`src/dpc_pkg.sv`:
```
// Purpose: shared constants and types for the two-wire potentiometer control block
// Assumes: all users import dpc_pkg::*
// Notes:   bit positions refer to the instruction byte
package dpc_pkg;
    // ********************
    // protocol constants
    // ********************
    localparam logic [4:0] ADDR_FIXED = 5'h0b;  // fixed upper address bits
    localparam logic [3:0] BYTE_BITS  = 4'h8;   // data bits in one byte
    localparam logic [7:0] MIDSCALE   = 8'h80;  // centre tap code
    localparam logic [7:0] CODE_ZERO  = 8'h00;  // wiper at terminal b
    localparam int unsigned IB_CHAN   = 7;      // channel select bit
    localparam int unsigned IB_MIDRST = 6;      // midscale reset bit
    localparam int unsigned IB_SHUT   = 5;      // shutdown bit
    localparam int unsigned IB_OUT2   = 4;      // second logic output
    localparam int unsigned IB_OUT1   = 3;      // first logic output
    localparam int unsigned SYNC_W    = 5;      // synchronised pin count

    // ********************
    // protocol states
    // ********************
    typedef enum logic [9:0] {
        ST_IDLE   = 10'h001,  // waiting for start
        ST_ADDR   = 10'h002,  // shifting address byte
        ST_AACK   = 10'h004,  // driving address ack
        ST_INSTR  = 10'h008,  // shifting instruction byte
        ST_IACK   = 10'h010,  // driving instruction ack
        ST_WDATA  = 10'h020,  // shifting data byte
        ST_WACK   = 10'h040,  // driving data ack
        ST_RDATA  = 10'h080,  // sending wiper code
        ST_RACK   = 10'h100,  // sampling master ack
        ST_IGNORE = 10'h200   // deaf until next start
    } dpc_fsm_t;
endpackage

```
`src/dpc_sync.sv`:
```
// Purpose: two flip-flop synchroniser for a group of pins
// Assumes: each bit is an independent level
// Notes:   only the second stage is visible outside
`timescale 1ns/1ps
module dpc_sync #(
    parameter int unsigned W = 1
) (
    input  wire logic         clk_sys,
    input  wire logic         sys_rst,
    input  wire logic [W-1:0] pin_raw,
    output logic      [W-1:0] pin_sync
);
    // ********************
    // state
    // ********************
    typedef struct packed {
        logic [W-1:0] s1;  // metastable stage, read by s2 only
        logic [W-1:0] s2;  // settled stage
    } dpc_sync_t;

    dpc_sync_t q;  // registered state
    dpc_sync_t d;  // next state

    // shift the raw level through both stages
    always_comb begin
        d    = q;
        d.s1 = pin_raw;
        d.s2 = q.s1;
    end

    // reset to all ones: idle bus and inactive pins read high
    always_ff @(posedge clk_sys) begin
        if (sys_rst) begin
            q <= '1;
        end else begin
            q <= d;
        end
    end

    assign pin_sync = q.s2;
endmodule

```
`src/dpc_core.sv`:
```
// Purpose: two-wire slave that programs two wiper latches and logic outputs
// Assumes: scl and sda are slow against clk_sys (scl period 48 ns or more)
// Notes:   sda is open drain; sda_out is always low and sda_oe pulls it
`timescale 1ns/1ps
// Notes on behaviour
// RL1 - each channel holds 8-bit wiper code
// RL2 - address is 01011 then two strap bits
// RL3 - master opens transfers with start
// RL4 - ack address on ninth pulse if matched
// RL5 - rw one reads, zero writes
// RL6 - write carries instruction byte after address
// RL7 - instruction bit 7 picks channel
// RL8 - instruction bit 6 recentres selected wiper
// RL9 - instruction bit 5 enters shutdown
// RL10 - shutdown pin acts same, active low
// RL11 - bits 4,3 latch onto logic outputs
// RL12 - data byte after instruction sets wiper
// RL13 - nine pulses per byte, msb first
// RL14 - sda changes only while scl low
// RL15 - read sends wiper code right after ack
// RL16 - master closes transfers with stop
// RL17 - write stop raised on tenth pulse
// RL18 - read stop follows master no-ack
// RL19 - every acked data byte loads latch
// RL20 - new instruction needs new transfer
// RL21 - repeated reads resend selected code
// RL22 - read returns last selected channel
// RL23 - power-on presets latches to midscale
// RL24 - logic outputs reset to zero
// RL25 - shutdown keeps latches, restores after
// RL26 - midscale code is 0x80
// RL27 - mismatch ignores bus until next start
module dpc_core
    import dpc_pkg::*;
(
    input  wire logic       clk_sys,
    input  wire logic       sys_rst,
    input  wire logic       scl_in,
    input  wire logic       sda_in,
    output logic            sda_out,
    output logic            sda_oe,
    input  wire logic       addr_strap_low,
    input  wire logic       addr_strap_high,
    input  wire logic       shutdown_pin_n,
    output logic [7:0]      wiper_latch_ch1,
    output logic [7:0]      wiper_latch_ch2,
    output logic [7:0]      wiper_tap_ch1,
    output logic [7:0]      wiper_tap_ch2,
    output logic            term_a_open,
    output logic            logic_output_first,
    output logic            logic_output_second
);
    // ********************
    // state
    // ********************
    typedef struct packed {
        dpc_fsm_t   fsm;       // protocol state
        logic       scl_q;     // scl one cycle ago
        logic       sda_q;     // sda one cycle ago
        logic [7:0] shreg;     // receive or transmit byte
        logic [3:0] cnt;       // bits seen in this byte
        logic       rw;        // direction of transfer
        logic       chan_sel;  // last selected channel
        logic [7:0] latch1;    // wiper code channel one
        logic [7:0] latch2;    // wiper code channel two
        logic       shut_bit;  // shutdown from instruction
        logic       lo1;       // first logic output
        logic       lo2;       // second logic output
        logic       sda_oe;    // pulling sda low
        logic       sda_out;   // open-drain level, fixed low
        logic       t_open;    // terminal a open
        logic [7:0] tap1;      // applied code channel one
        logic [7:0] tap2;      // applied code channel two
    } dpc_regs_t;

    dpc_regs_t          q;      // registered state
    dpc_regs_t          d;      // next state
    logic [SYNC_W-1:0]  pins;   // synchronised pins
    logic               scl_s;  // settled scl
    logic               sda_s;  // settled sda
    logic               adr_lo_s; // settled low strap
    logic               adr_hi_s; // settled high strap
    logic               shut_n_s; // settled shutdown pin, low active
    logic               scl_rise;
    logic               scl_fall;
    logic               start;
    logic               stop;
    logic               byte_done;
    logic [7:0]         sel_code;

    // ********************
    // pin synchronisers
    // ********************
    dpc_sync #(
        .W (SYNC_W)
    ) u_sync (
        .clk_sys  (clk_sys),
        .sys_rst  (sys_rst),
        .pin_raw  ({shutdown_pin_n, addr_strap_high, addr_strap_low, sda_in, scl_in}),
        .pin_sync (pins)
    );

    assign {shut_n_s, adr_hi_s, adr_lo_s, sda_s, scl_s} = pins;

    // ********************
    // bus events
    // ********************
    // edges are taken on the settled copies; both wires see equal delay
    assign scl_rise  = scl_s & ~q.scl_q;
    assign scl_fall  = ~scl_s & q.scl_q;
    assign start     = scl_s & q.scl_q & q.sda_q & ~sda_s;
    assign stop      = scl_s & q.scl_q & ~q.sda_q & sda_s;
    assign byte_done = scl_fall && (q.cnt == BYTE_BITS);
    assign sel_code  = pick(q.chan_sel, q.latch1, q.latch2); // RL22

    // pick a channel's stored code
    function automatic logic [7:0] pick(input logic sel,
                                        input logic [7:0] c1,
                                        input logic [7:0] c2);
        pick = sel ? c2 : c1;
    endfunction

    // ********************
    // next-state logic
    // ********************
    // sda is only ever changed after an scl fall, so the device never
    // makes a false start or stop of its own
    always_comb begin
        d         = q;
        d.scl_q   = scl_s;
        d.sda_q   = sda_s;
        d.sda_out = 1'b0;
        if (start) begin
            // a start resynchronises from any state, even ignore
            d.fsm    = ST_ADDR; // RL3 RL27
            d.cnt    = '0;
            d.sda_oe = 1'b0;
        end else if (stop) begin
            d.fsm    = ST_IDLE; // RL16
            d.sda_oe = 1'b0;
        end else begin
            case (q.fsm)
                ST_ADDR, ST_INSTR, ST_WDATA: begin
                    // receive bits msb first on each rise
                    if (scl_rise) begin
                        d.shreg = {q.shreg[6:0], sda_s}; // RL13
                        d.cnt   = q.cnt + 4'h1;
                    end
                    if (byte_done) begin
                        d.cnt    = '0;
                        d.sda_oe = 1'b1; // RL4
                        if (q.fsm == ST_ADDR) begin
                            if (q.shreg[7:1] == {ADDR_FIXED, adr_hi_s, adr_lo_s}) begin // RL2
                                d.fsm = ST_AACK;
                                d.rw  = q.shreg[0]; // RL5
                            end else begin
                                // stay off the bus for a stranger
                                d.fsm    = ST_IGNORE; // RL27
                                d.sda_oe = 1'b0;
                            end
                        end else if (q.fsm == ST_INSTR) begin
                            d.fsm      = ST_IACK;
                            d.chan_sel = q.shreg[IB_CHAN]; // RL7
                            d.shut_bit = q.shreg[IB_SHUT]; // RL9
                            d.lo2      = q.shreg[IB_OUT2]; // RL11
                            d.lo1      = q.shreg[IB_OUT1]; // RL11
                            if (q.shreg[IB_MIDRST]) begin
                                if (q.shreg[IB_CHAN]) begin
                                    d.latch2 = MIDSCALE; // RL8 RL26
                                end else begin
                                    d.latch1 = MIDSCALE; // RL8 RL26
                                end
                            end
                        end else begin
                            // each acked data byte lands in the latch
                            d.fsm = ST_WACK;
                            if (q.chan_sel) begin
                                d.latch2 = q.shreg; // RL12 RL19
                            end else begin
                                d.latch1 = q.shreg; // RL12 RL19
                            end
                        end
                    end
                end
                ST_AACK: begin
                    // release the ack on the ninth fall
                    if (scl_fall) begin
                        d.cnt = '0;
                        if (q.rw) begin
                            d.fsm    = ST_RDATA; // RL15
                            d.shreg  = sel_code;
                            d.sda_oe = ~sel_code[7]; // RL14
                        end else begin
                            d.fsm    = ST_INSTR; // RL6
                            d.sda_oe = 1'b0;
                        end
                    end
                end
                ST_IACK, ST_WACK: begin
                    // further bytes are data, never a new instruction
                    if (scl_fall) begin
                        d.fsm    = ST_WDATA; // RL20
                        d.cnt    = '0;
                        d.sda_oe = 1'b0;
                    end
                end
                ST_RDATA: begin
                    // count rises, move to next bit on each fall
                    if (scl_rise) begin
                        d.cnt = q.cnt + 4'h1;
                    end
                    if (byte_done) begin
                        d.fsm    = ST_RACK;
                        d.sda_oe = 1'b0;
                    end else if (scl_fall) begin
                        d.shreg  = {q.shreg[6:0], 1'b0};
                        d.sda_oe = ~q.shreg[6]; // RL14
                    end
                end
                ST_RACK: begin
                    // low on the ninth rise asks for another byte
                    if (scl_rise) begin
                        d.rw = ~sda_s;
                    end
                    if (scl_fall) begin
                        d.cnt = '0;
                        if (q.rw) begin
                            d.fsm    = ST_RDATA; // RL21
                            d.shreg  = sel_code;
                            d.sda_oe = ~sel_code[7];
                        end else begin
                            d.fsm = ST_IGNORE; // RL18
                        end
                    end
                end
                ST_IDLE, ST_IGNORE: begin
                    d.sda_oe = 1'b0;
                end
                default: begin
                    d.fsm    = ST_IDLE;
                    d.sda_oe = 1'b0;
                end
            endcase
        end
        // applied codes: shutdown parks the wiper, latches stay intact
        d.t_open = d.shut_bit | ~shut_n_s; // RL9 RL10
        d.tap1   = d.t_open ? CODE_ZERO : d.latch1; // RL1 RL25
        d.tap2   = d.t_open ? CODE_ZERO : d.latch2; // RL25
    end

    // ********************
    // registers
    // ********************
    // power-on preset: midscale wipers, outputs low
    always_ff @(posedge clk_sys) begin
        if (sys_rst) begin
            q          <= '0;
            q.fsm      <= ST_IDLE;
            q.scl_q    <= 1'b1;
            q.sda_q    <= 1'b1;
            q.latch1   <= MIDSCALE; // RL23 RL26
            q.latch2   <= MIDSCALE; // RL23 RL26
            q.tap1     <= MIDSCALE;
            q.tap2     <= MIDSCALE;
        end else begin
            q <= d;
        end
    end

    assign sda_out             = q.sda_out;
    assign sda_oe              = q.sda_oe;
    assign wiper_latch_ch1     = q.latch1;
    assign wiper_latch_ch2     = q.latch2;
    assign wiper_tap_ch1       = q.tap1;
    assign wiper_tap_ch2       = q.tap2;
    assign term_a_open         = q.t_open;
    assign logic_output_first  = q.lo1; // RL24
    assign logic_output_second = q.lo2; // RL24
endmodule

```
`config.mk`:
```
export PLATFORM = sky130hd
export DESIGN_NAME = dpc_core
export DESIGN_NICKNAME = d
export VERILOG_FILES = /design/src/dpc_pkg.sv /design/src/dpc_sync.sv /design/src/dpc_core.sv
export SDC_FILE = /design/constraint.sdc
export NUM_CORES = 1
export LEC_CHECK = 0
export BUFFER_PORTS_ARGS = -buffer_cell sky130_fd_sc_hd__buf_2
export CELL_PAD_IN_SITES_DETAIL_PLACEMENT = 1
export CELL_PAD_IN_SITES_GLOBAL_PLACEMENT = 2
export CORE_MARGIN = 3
export CORE_UTILIZATION = 38
export DETAILED_ROUTE_END_ITERATION = 6
export PLACE_DENSITY = 0.83
export SYNTH_ARGS = -nofsm -noshare
export SYNTH_HDL_FRONTEND = slang
export SYNTH_HIERARCHICAL = 1
export SYNTH_SLANG_ARGS = --single-unit
```
`constraint.sdc`:
```
create_clock -name clk_sys -period 4.53 [get_ports clk_sys]
set_input_delay 0.6795 -clock clk_sys [delete_from_list [all_inputs] [get_ports clk_sys]]
set_output_delay 0.6795 -clock clk_sys [all_outputs]
set_load 0.02 [all_outputs]
```
==> impl_metrics.tcl, run 1 <==
set metrics [dict create \
    status "finished clean" \
    cp_max_fo 16 \
    route.met2.wl_mm 4.51 \
    dp_slack_ns 1.68 \
    fin_crit_sh_pct 65.1 \
    p_total_mw 1.37 \
    syn_area_per_cell_sq_um 8.67 \
    ir_drop_mv 0.146 \
    core_area_sq_um 9370 \
    endpoint_kind "flip-flop" \
    yosys_warnings 6 \
    synthesis.nets 437 \
    yosys.area.top_type "dfxtp_1" \
    clock_latency_ns 0.34 \
    yosysSeqAreaShare_pct 39.4 \
    grt_max_degree 50 \
    drt-met1-wl_mm 5.02 \
    wl_per_cell_um 17.8 \
    drive_gt1_share_pct 17.5 \
    async_flop_share_pct 0 \
    via_per_inst 5.52 \
    drv_slew 0 \
    antenna_found_initial 0 \
    p_clk_share_pct 43.4 \
    synthSimpleGateAreaFrac_pct 24.4 \
    synth.most_common_cell "dfxtp_1" \
    internal_power_mw 1.02 \
    crit_required_ns 4.75 \
    tightestPinTransition_ns 0.909 \
    grt_overflow_total 0 \
    r2r_setup_slack_ns 1.58 \
    gp_congestion 0.868 \
    fillerInstances 1151 \
    setup_violations 0 \
    dpl.hpwl_mm 7.12 \
    start_util_pct 39.6 \
    synth_xor_area_share_pct 1.65 \
    clkSinkCount 73 \
    grt_pass1_vias 3075 \
    die_area_sq_um 11000 \
    clock.fmax_mhz 339 \
    die_w_um 105 \
    synthDistinctLibCells 68 \
    grtUsageTotal_pct 18.5 \
    top_layer "met4" \
    p_switching_uw 353 \
    synth_area_sq_um 3710 \
    seqPwrFrac_pct 48.5 \
    synth_mux_area_share_pct 6.47 \
    synthToLayoutAreaGrowth_pct 7.38 \
    p_per_area_nw_per_um2 343 \
    cts_max_path_buffers 2 \
    criticalPathCategory "flip-flop to flip-flop" \
    synth_enable_flop_cells 0 \
    synth_top_family_by_area "simple AND/OR/NAND/NOR gates" \
    cts_tree "built" \
    holdWs_ns 0.409 \
    drt-initial-drc-count 208 \
    numCtsBuffers 9 \
    clockRootBuffer "clkbuf_8" \
    ctsResizeCount 0 \
    ant_nets 0 \
    wl_mm 10.0 \
    synth_area_leaders "dfxtp_1 39%, buf_4 6.9%, mux2i_1 6.5%, nor2_1 5.9%, o21ai_0 3.0%" \
    firstDrtPassIters 5 \
    met3WireLength_um 387 \
    hold_viol_final 0 \
    fin_setup_tns_ns 0 \
    yosys.area_share.adder_pct 0.674 \
    period_needed_ns 2.95 \
    die_y_um 105 \
    hold_buffers 0 \
    grt_pass1_wl_mm 16.3 \
    skew_ns 0.0100 \
    ys_ff_latch 73 \
    synth-compound-area-share_pct 17.2 \
    drv_cap 0 \
    portBuffers 42 \
    yosysTopAreaCellShare_pct 39.4 \
    row_count 35 \
    arrival_ns 3.17 \
    via_count 3105 \
    slew_headroom_pct 39.3 \
    syn_inst 428 \
    setup_ws_ns 1.58 \
    p_leak_nw 1.62 \
    holdCritPathClass "flip-flop to flip-flop" \
    synth_commonest_cells "73 x dfxtp_1, 58 x nor2_1, 34 x buf_4" \
    nets 438 \
    htreeDepth 3 \
    drc 0 \
    power.share.switching_pct 25.8 \
    n_antenna_cell 0 \
    startpoint_type "flip-flop" \
    clk_pin_slew_worst_paths_ns 0.08 \
    post_cts_buffers 0 \
    rsz0062_at_grt "no" \
    ys.flop_type "dfxtp_1" \
    combPwrFrac_pct 8.1 \
    ios 44 \
]
-- power groups by stage --
stage	Combinational, mW	Clock [mW]	Sequential (mW)
6_report	0.111	0.594	0.663
5_1_grt	0.122	0.632	0.665
4_1_cts	0.111	0.604	0.663
3_5_place_dp	0.110	0	0.678
3_3_place_gp	0.109	0	0.677
2_1_floorplan	0.0851	0	0.675
-- cells by family after synthesis --
kind of cell,after synthesis
simple gates,169
other cells,1
mux,24
xor+xnor,7
compound gates,90
flops,73
buf+inv,62
fa+ha+maj,2
-- per-layer routing --
layer / up-vias / track usage [%]
met3: 10 / 2.78
met4: 0 / 6.00
met2: 60 / 28.2
li1: 1488 / -
met1: 1547 / 26.6
met5: - / 0
-- stage by stage --
step | instances | utilization (%) | instance area, sq um
floorplan | 428 | - | 3710
global placement | 547 | 40.1 | 3760
detailed placement | 547 | 40.1 | 3760
CTS | 563 | 42.5 | 3990
global route | 563 | 42.5 | 3990
finish | 563 | 42.5 | 3990
-- layout make-up --
type | count | area, sq um | share of cell area, %
timing repair buffer | 45 | 233 | 5.84
multi-input combinational | 293 | 1880 | 47.1
sequential | 73 | 1460 | 36.7
clock inverter | 6 | 88.8 | 2.23
tap | 129 | 161 | 4.05
clock buffer | 10 | 138 | 3.45
inverter | 7 | 26.3 | 0.659
-- sequential cells by signal, summed over array words and instances, names as in the netlist --
register / count
sda_oe: 1
wiper_latch_ch1: 8
term_a_open: 1
logic_output_second: 1
u_sync/d: 5
wiper_tap_ch2: 8
logic_output_first: 1
wiper_latch_ch2: 8
wiper_tap_ch1: 8
u_sync/pin_sync: 5
q: 27
-- cell usage in the layout (no fill, tap or decap), drive strengths merged, types with 3 or more instances in the layout --
cell	netlist	final
dfxtp	73	73
nor2	60	60
buf	41	45
nand2	27	27
mux2i	24	24
o21ai	23	23
a21oi	18	18
or2	15	15
nand3	12	12
clkbuf	14	10
inv	7	8
nand4	7	7
nor3	7	7
nor4	7	7
a22oi	6	6
a31oi	5	5
xor2	4	4
and2	4	4
nor2b	4	4
o31a	4	4
nand2b	4	4
o211a	4	4
o31ai	4	4
and3b	3	3
nor4bb	3	3
or3	3	3
xnor2	3	3
a211oi	3	3
-- critical path: stages, from the launching register on --
cell and delay, ns:
dfxtp_1 0.49, nor4_4 0.53, nand3_1 0.62, buf_4 0.40, a31o_2 0.25, and2_1 0.14
o31ai_1 0.27, a21oi_1 0.11
-- final timing paths --
| kind | to | startpoint | depth (start not counted) |
|---|---|---|---|
| setup reg to reg | q[43] | q[57] | 7 |
| hold reg to reg | u_sync/pin_sync[1] | u_sync/d[1] | 1 |
| setup / recovery | q[43] | q[57] | 7 |
| hold / removal | u_sync/pin_sync[1] | u_sync/d[1] | 1 |
(Power assumes the default switching activity.)
==> run 2, diff against run 1 <==
- CORE_UTILIZATION: 38 -> 35
- PLACE_DENSITY: 0.83 -> 0.78
- clock period: 4.53 -> 2.9 ns (I/O delays scaled with it)
==> impl_metrics.tcl, run 2 (synthesis results as in run 1) <==
set metrics [dict create \
    regMostFlops "q" \
    n_antenna_cell 0 \
    p_switching_uw 553 \
    startpoint_type "flip-flop" \
    hold_viol_final 0 \
    instances_no_fill 578 \
    drv_cap 0 \
    cp_num_buf_inv 0 \
    fin_area_sq_um 4050 \
    rsz0062_at_grt "no" \
    drc 0 \
    clkSinkCount 73 \
    dpl.hpwl_mm 7.66 \
    ir_drop_mv 0.229 \
    p_clk_share_pct 40.7 \
    portBuffers 42 \
    slowest_delay_ns 0.63 \
    period_needed_ns 2.60 \
    post_cts_buffers 0 \
    wl_per_cell_um 18.5 \
    die_area_sq_um 11900 \
    p_leak_nw 1.67 \
    ios 44 \
    grt_pass1_wl_mm 17.4 \
    arrival_ns 2.89 \
    grt_overflow_total 0 \
    die_w_um 109 \
    layout.cells.most_common_list "72 x dfxtp_1, 58 x nor2_1, 42 x buf_2, 27 x nand2_1, 24 x mux2i_1" \
    cpLargestDelayFamily "compound AO/OA/AOI/OAI gates" \
    clock_latency_ns 0.35 \
    crit_chain "nor4_4 -> o2111ai_1 -> or2_1 -> o31ai_2 -> a22oi_1 -> nor2_1" \
    drt-initial-drc-count 136 \
    internal_power_mw 1.51 \
    p_total_mw 2.06 \
    tightestPinTransition_ns 0.694 \
    clockRootBuffer "clkbuf_8" \
    cts_tree "built" \
    skew_ns 0.00976 \
    ant_nets 0 \
    drive_gt1_share_pct 20.0 \
    clock.fmax_mhz 384 \
    numCtsBuffers 9 \
    start_util_pct 36.9 \
    placed_cells 562 \
    endpoint_kind "flip-flop" \
    fillerInstances 1202 \
    power.share.switching_pct 26.8 \
    setup_violations 0 \
    grtUsageTotal_pct 19.1 \
    synthToLayoutAreaGrowth_pct 9.20 \
    cts_max_path_buffers 2 \
    htreeDepth 3 \
    core_area_sq_um 10000 \
    layout_commonest_cell "dfxtp_1" \
    grt_max_degree 29 \
    drv_slew 0 \
    criticalPathCategory "flip-flop to flip-flop" \
    grt_pass1_vias 3148 \
    gp_congestion 0.856 \
    antenna_found_initial 0 \
    via_count 3108 \
    wl_mm 10.7 \
    status "finished clean" \
    slowest_stage "o31ai_2" \
    row_count 36 \
    cp_max_fo 10 \
    clk_pin_slew_worst_paths_ns 0.08 \
    firstDrtPassIters 4 \
    postLayoutCoreUtil_pct 40.3 \
    combPwrFrac_pct 9.1 \
    fin_crit_sh_pct 89.8 \
    die_y_um 109 \
    holdCritPathClass "primary input to flip-flop" \
    nets 449 \
    p_per_area_nw_per_um2 508 \
    slew_headroom_pct 53.5 \
    via_per_inst 5.38 \
    place_area_sq_um 3850 \
    fin_setup_tns_ns 0 \
    largest_reg_flops 27 \
    crit_required_ns 3.18 \
    seqPwrFrac_pct 50.3 \
]
==> run 2: cell type report <==
cell class                 count  area [sq um]  area share [%]
multi-input combinational    293          1880            46.4
clock buffer                  10           138            3.40
sequential                    73          1460            36.1
clock inverter                 6          65.1            1.61
tap                          133           166            4.11
inverter                       7          26.3           0.648
timing repair buffer          56           315            7.78
==> run 2: what timing repair did <==
item                                    in CTS  in global routing
hold buffers                                 0                  0
resized for setup                            0                  2
endpoints found under the setup margin       0                  9
==> run 2: path summary, 6_finish.rpt <==
path / startpoint / to / slack, ns / cells past startpoint
max: q[62] / wiper_tap_ch2[0] / 0.30 / 6
max reg2reg: q[62] / wiper_tap_ch2[0] / 0.30 / 6
min: shutdown_pin_n / u_sync/d[4] / 0.26 / 2
min reg2reg: u_sync/d[0] / u_sync/pin_sync[0] / 0.41 / 1
==> run 2: per-stage QoR <==
step | worst slack [ns] | hold slack, ns
detailed placement | 0.313 | 0.391
floorplan | 0.794 | 0.383
global placement | 0.424 | 0.385
finish | 0.296 | 0.258
CTS | 0.212 | 0.249
global route | 0.106 | 0.246
==> run 2: worst reg2reg max path, cell delays in order, from the launching register on <==
cell       delay (ns)
dfxtp_1          0.42
nor4_4           0.54
o2111ai_1        0.22
or2_1            0.34
o31ai_2          0.63
a22oi_1          0.25
nor2_1           0.14
==> run 2: layer usage <==
| metal | vias to the layer above | global-route usage (%) | wire length, um | share of wire [%] |
|---|---|---|---|---|
| met2 | 71 | 28.9 | 4790 | 45 |
| met3 | 15 | 3.85 | 410 | 3.8 |
| met1 | 1518 | 27.5 | 5370 | 50 |
| met5 | - | 0 | 0 | 0 |
| met4 | 0 | 5.14 | 134 | 1.3 |
| li1 | 1504 | - | - | - |
==> run 2: power by group through the flow <==
stage,logic (mW),clock network (mW),registers [mW]
finish,0.187,0.838,1.04
global route,0.209,0.903,1.04
CTS,0.186,0.859,1.04
detailed placement,0.185,0,1.06
global placement,0.181,0,1.06
floorplan,0.133,0,1.05
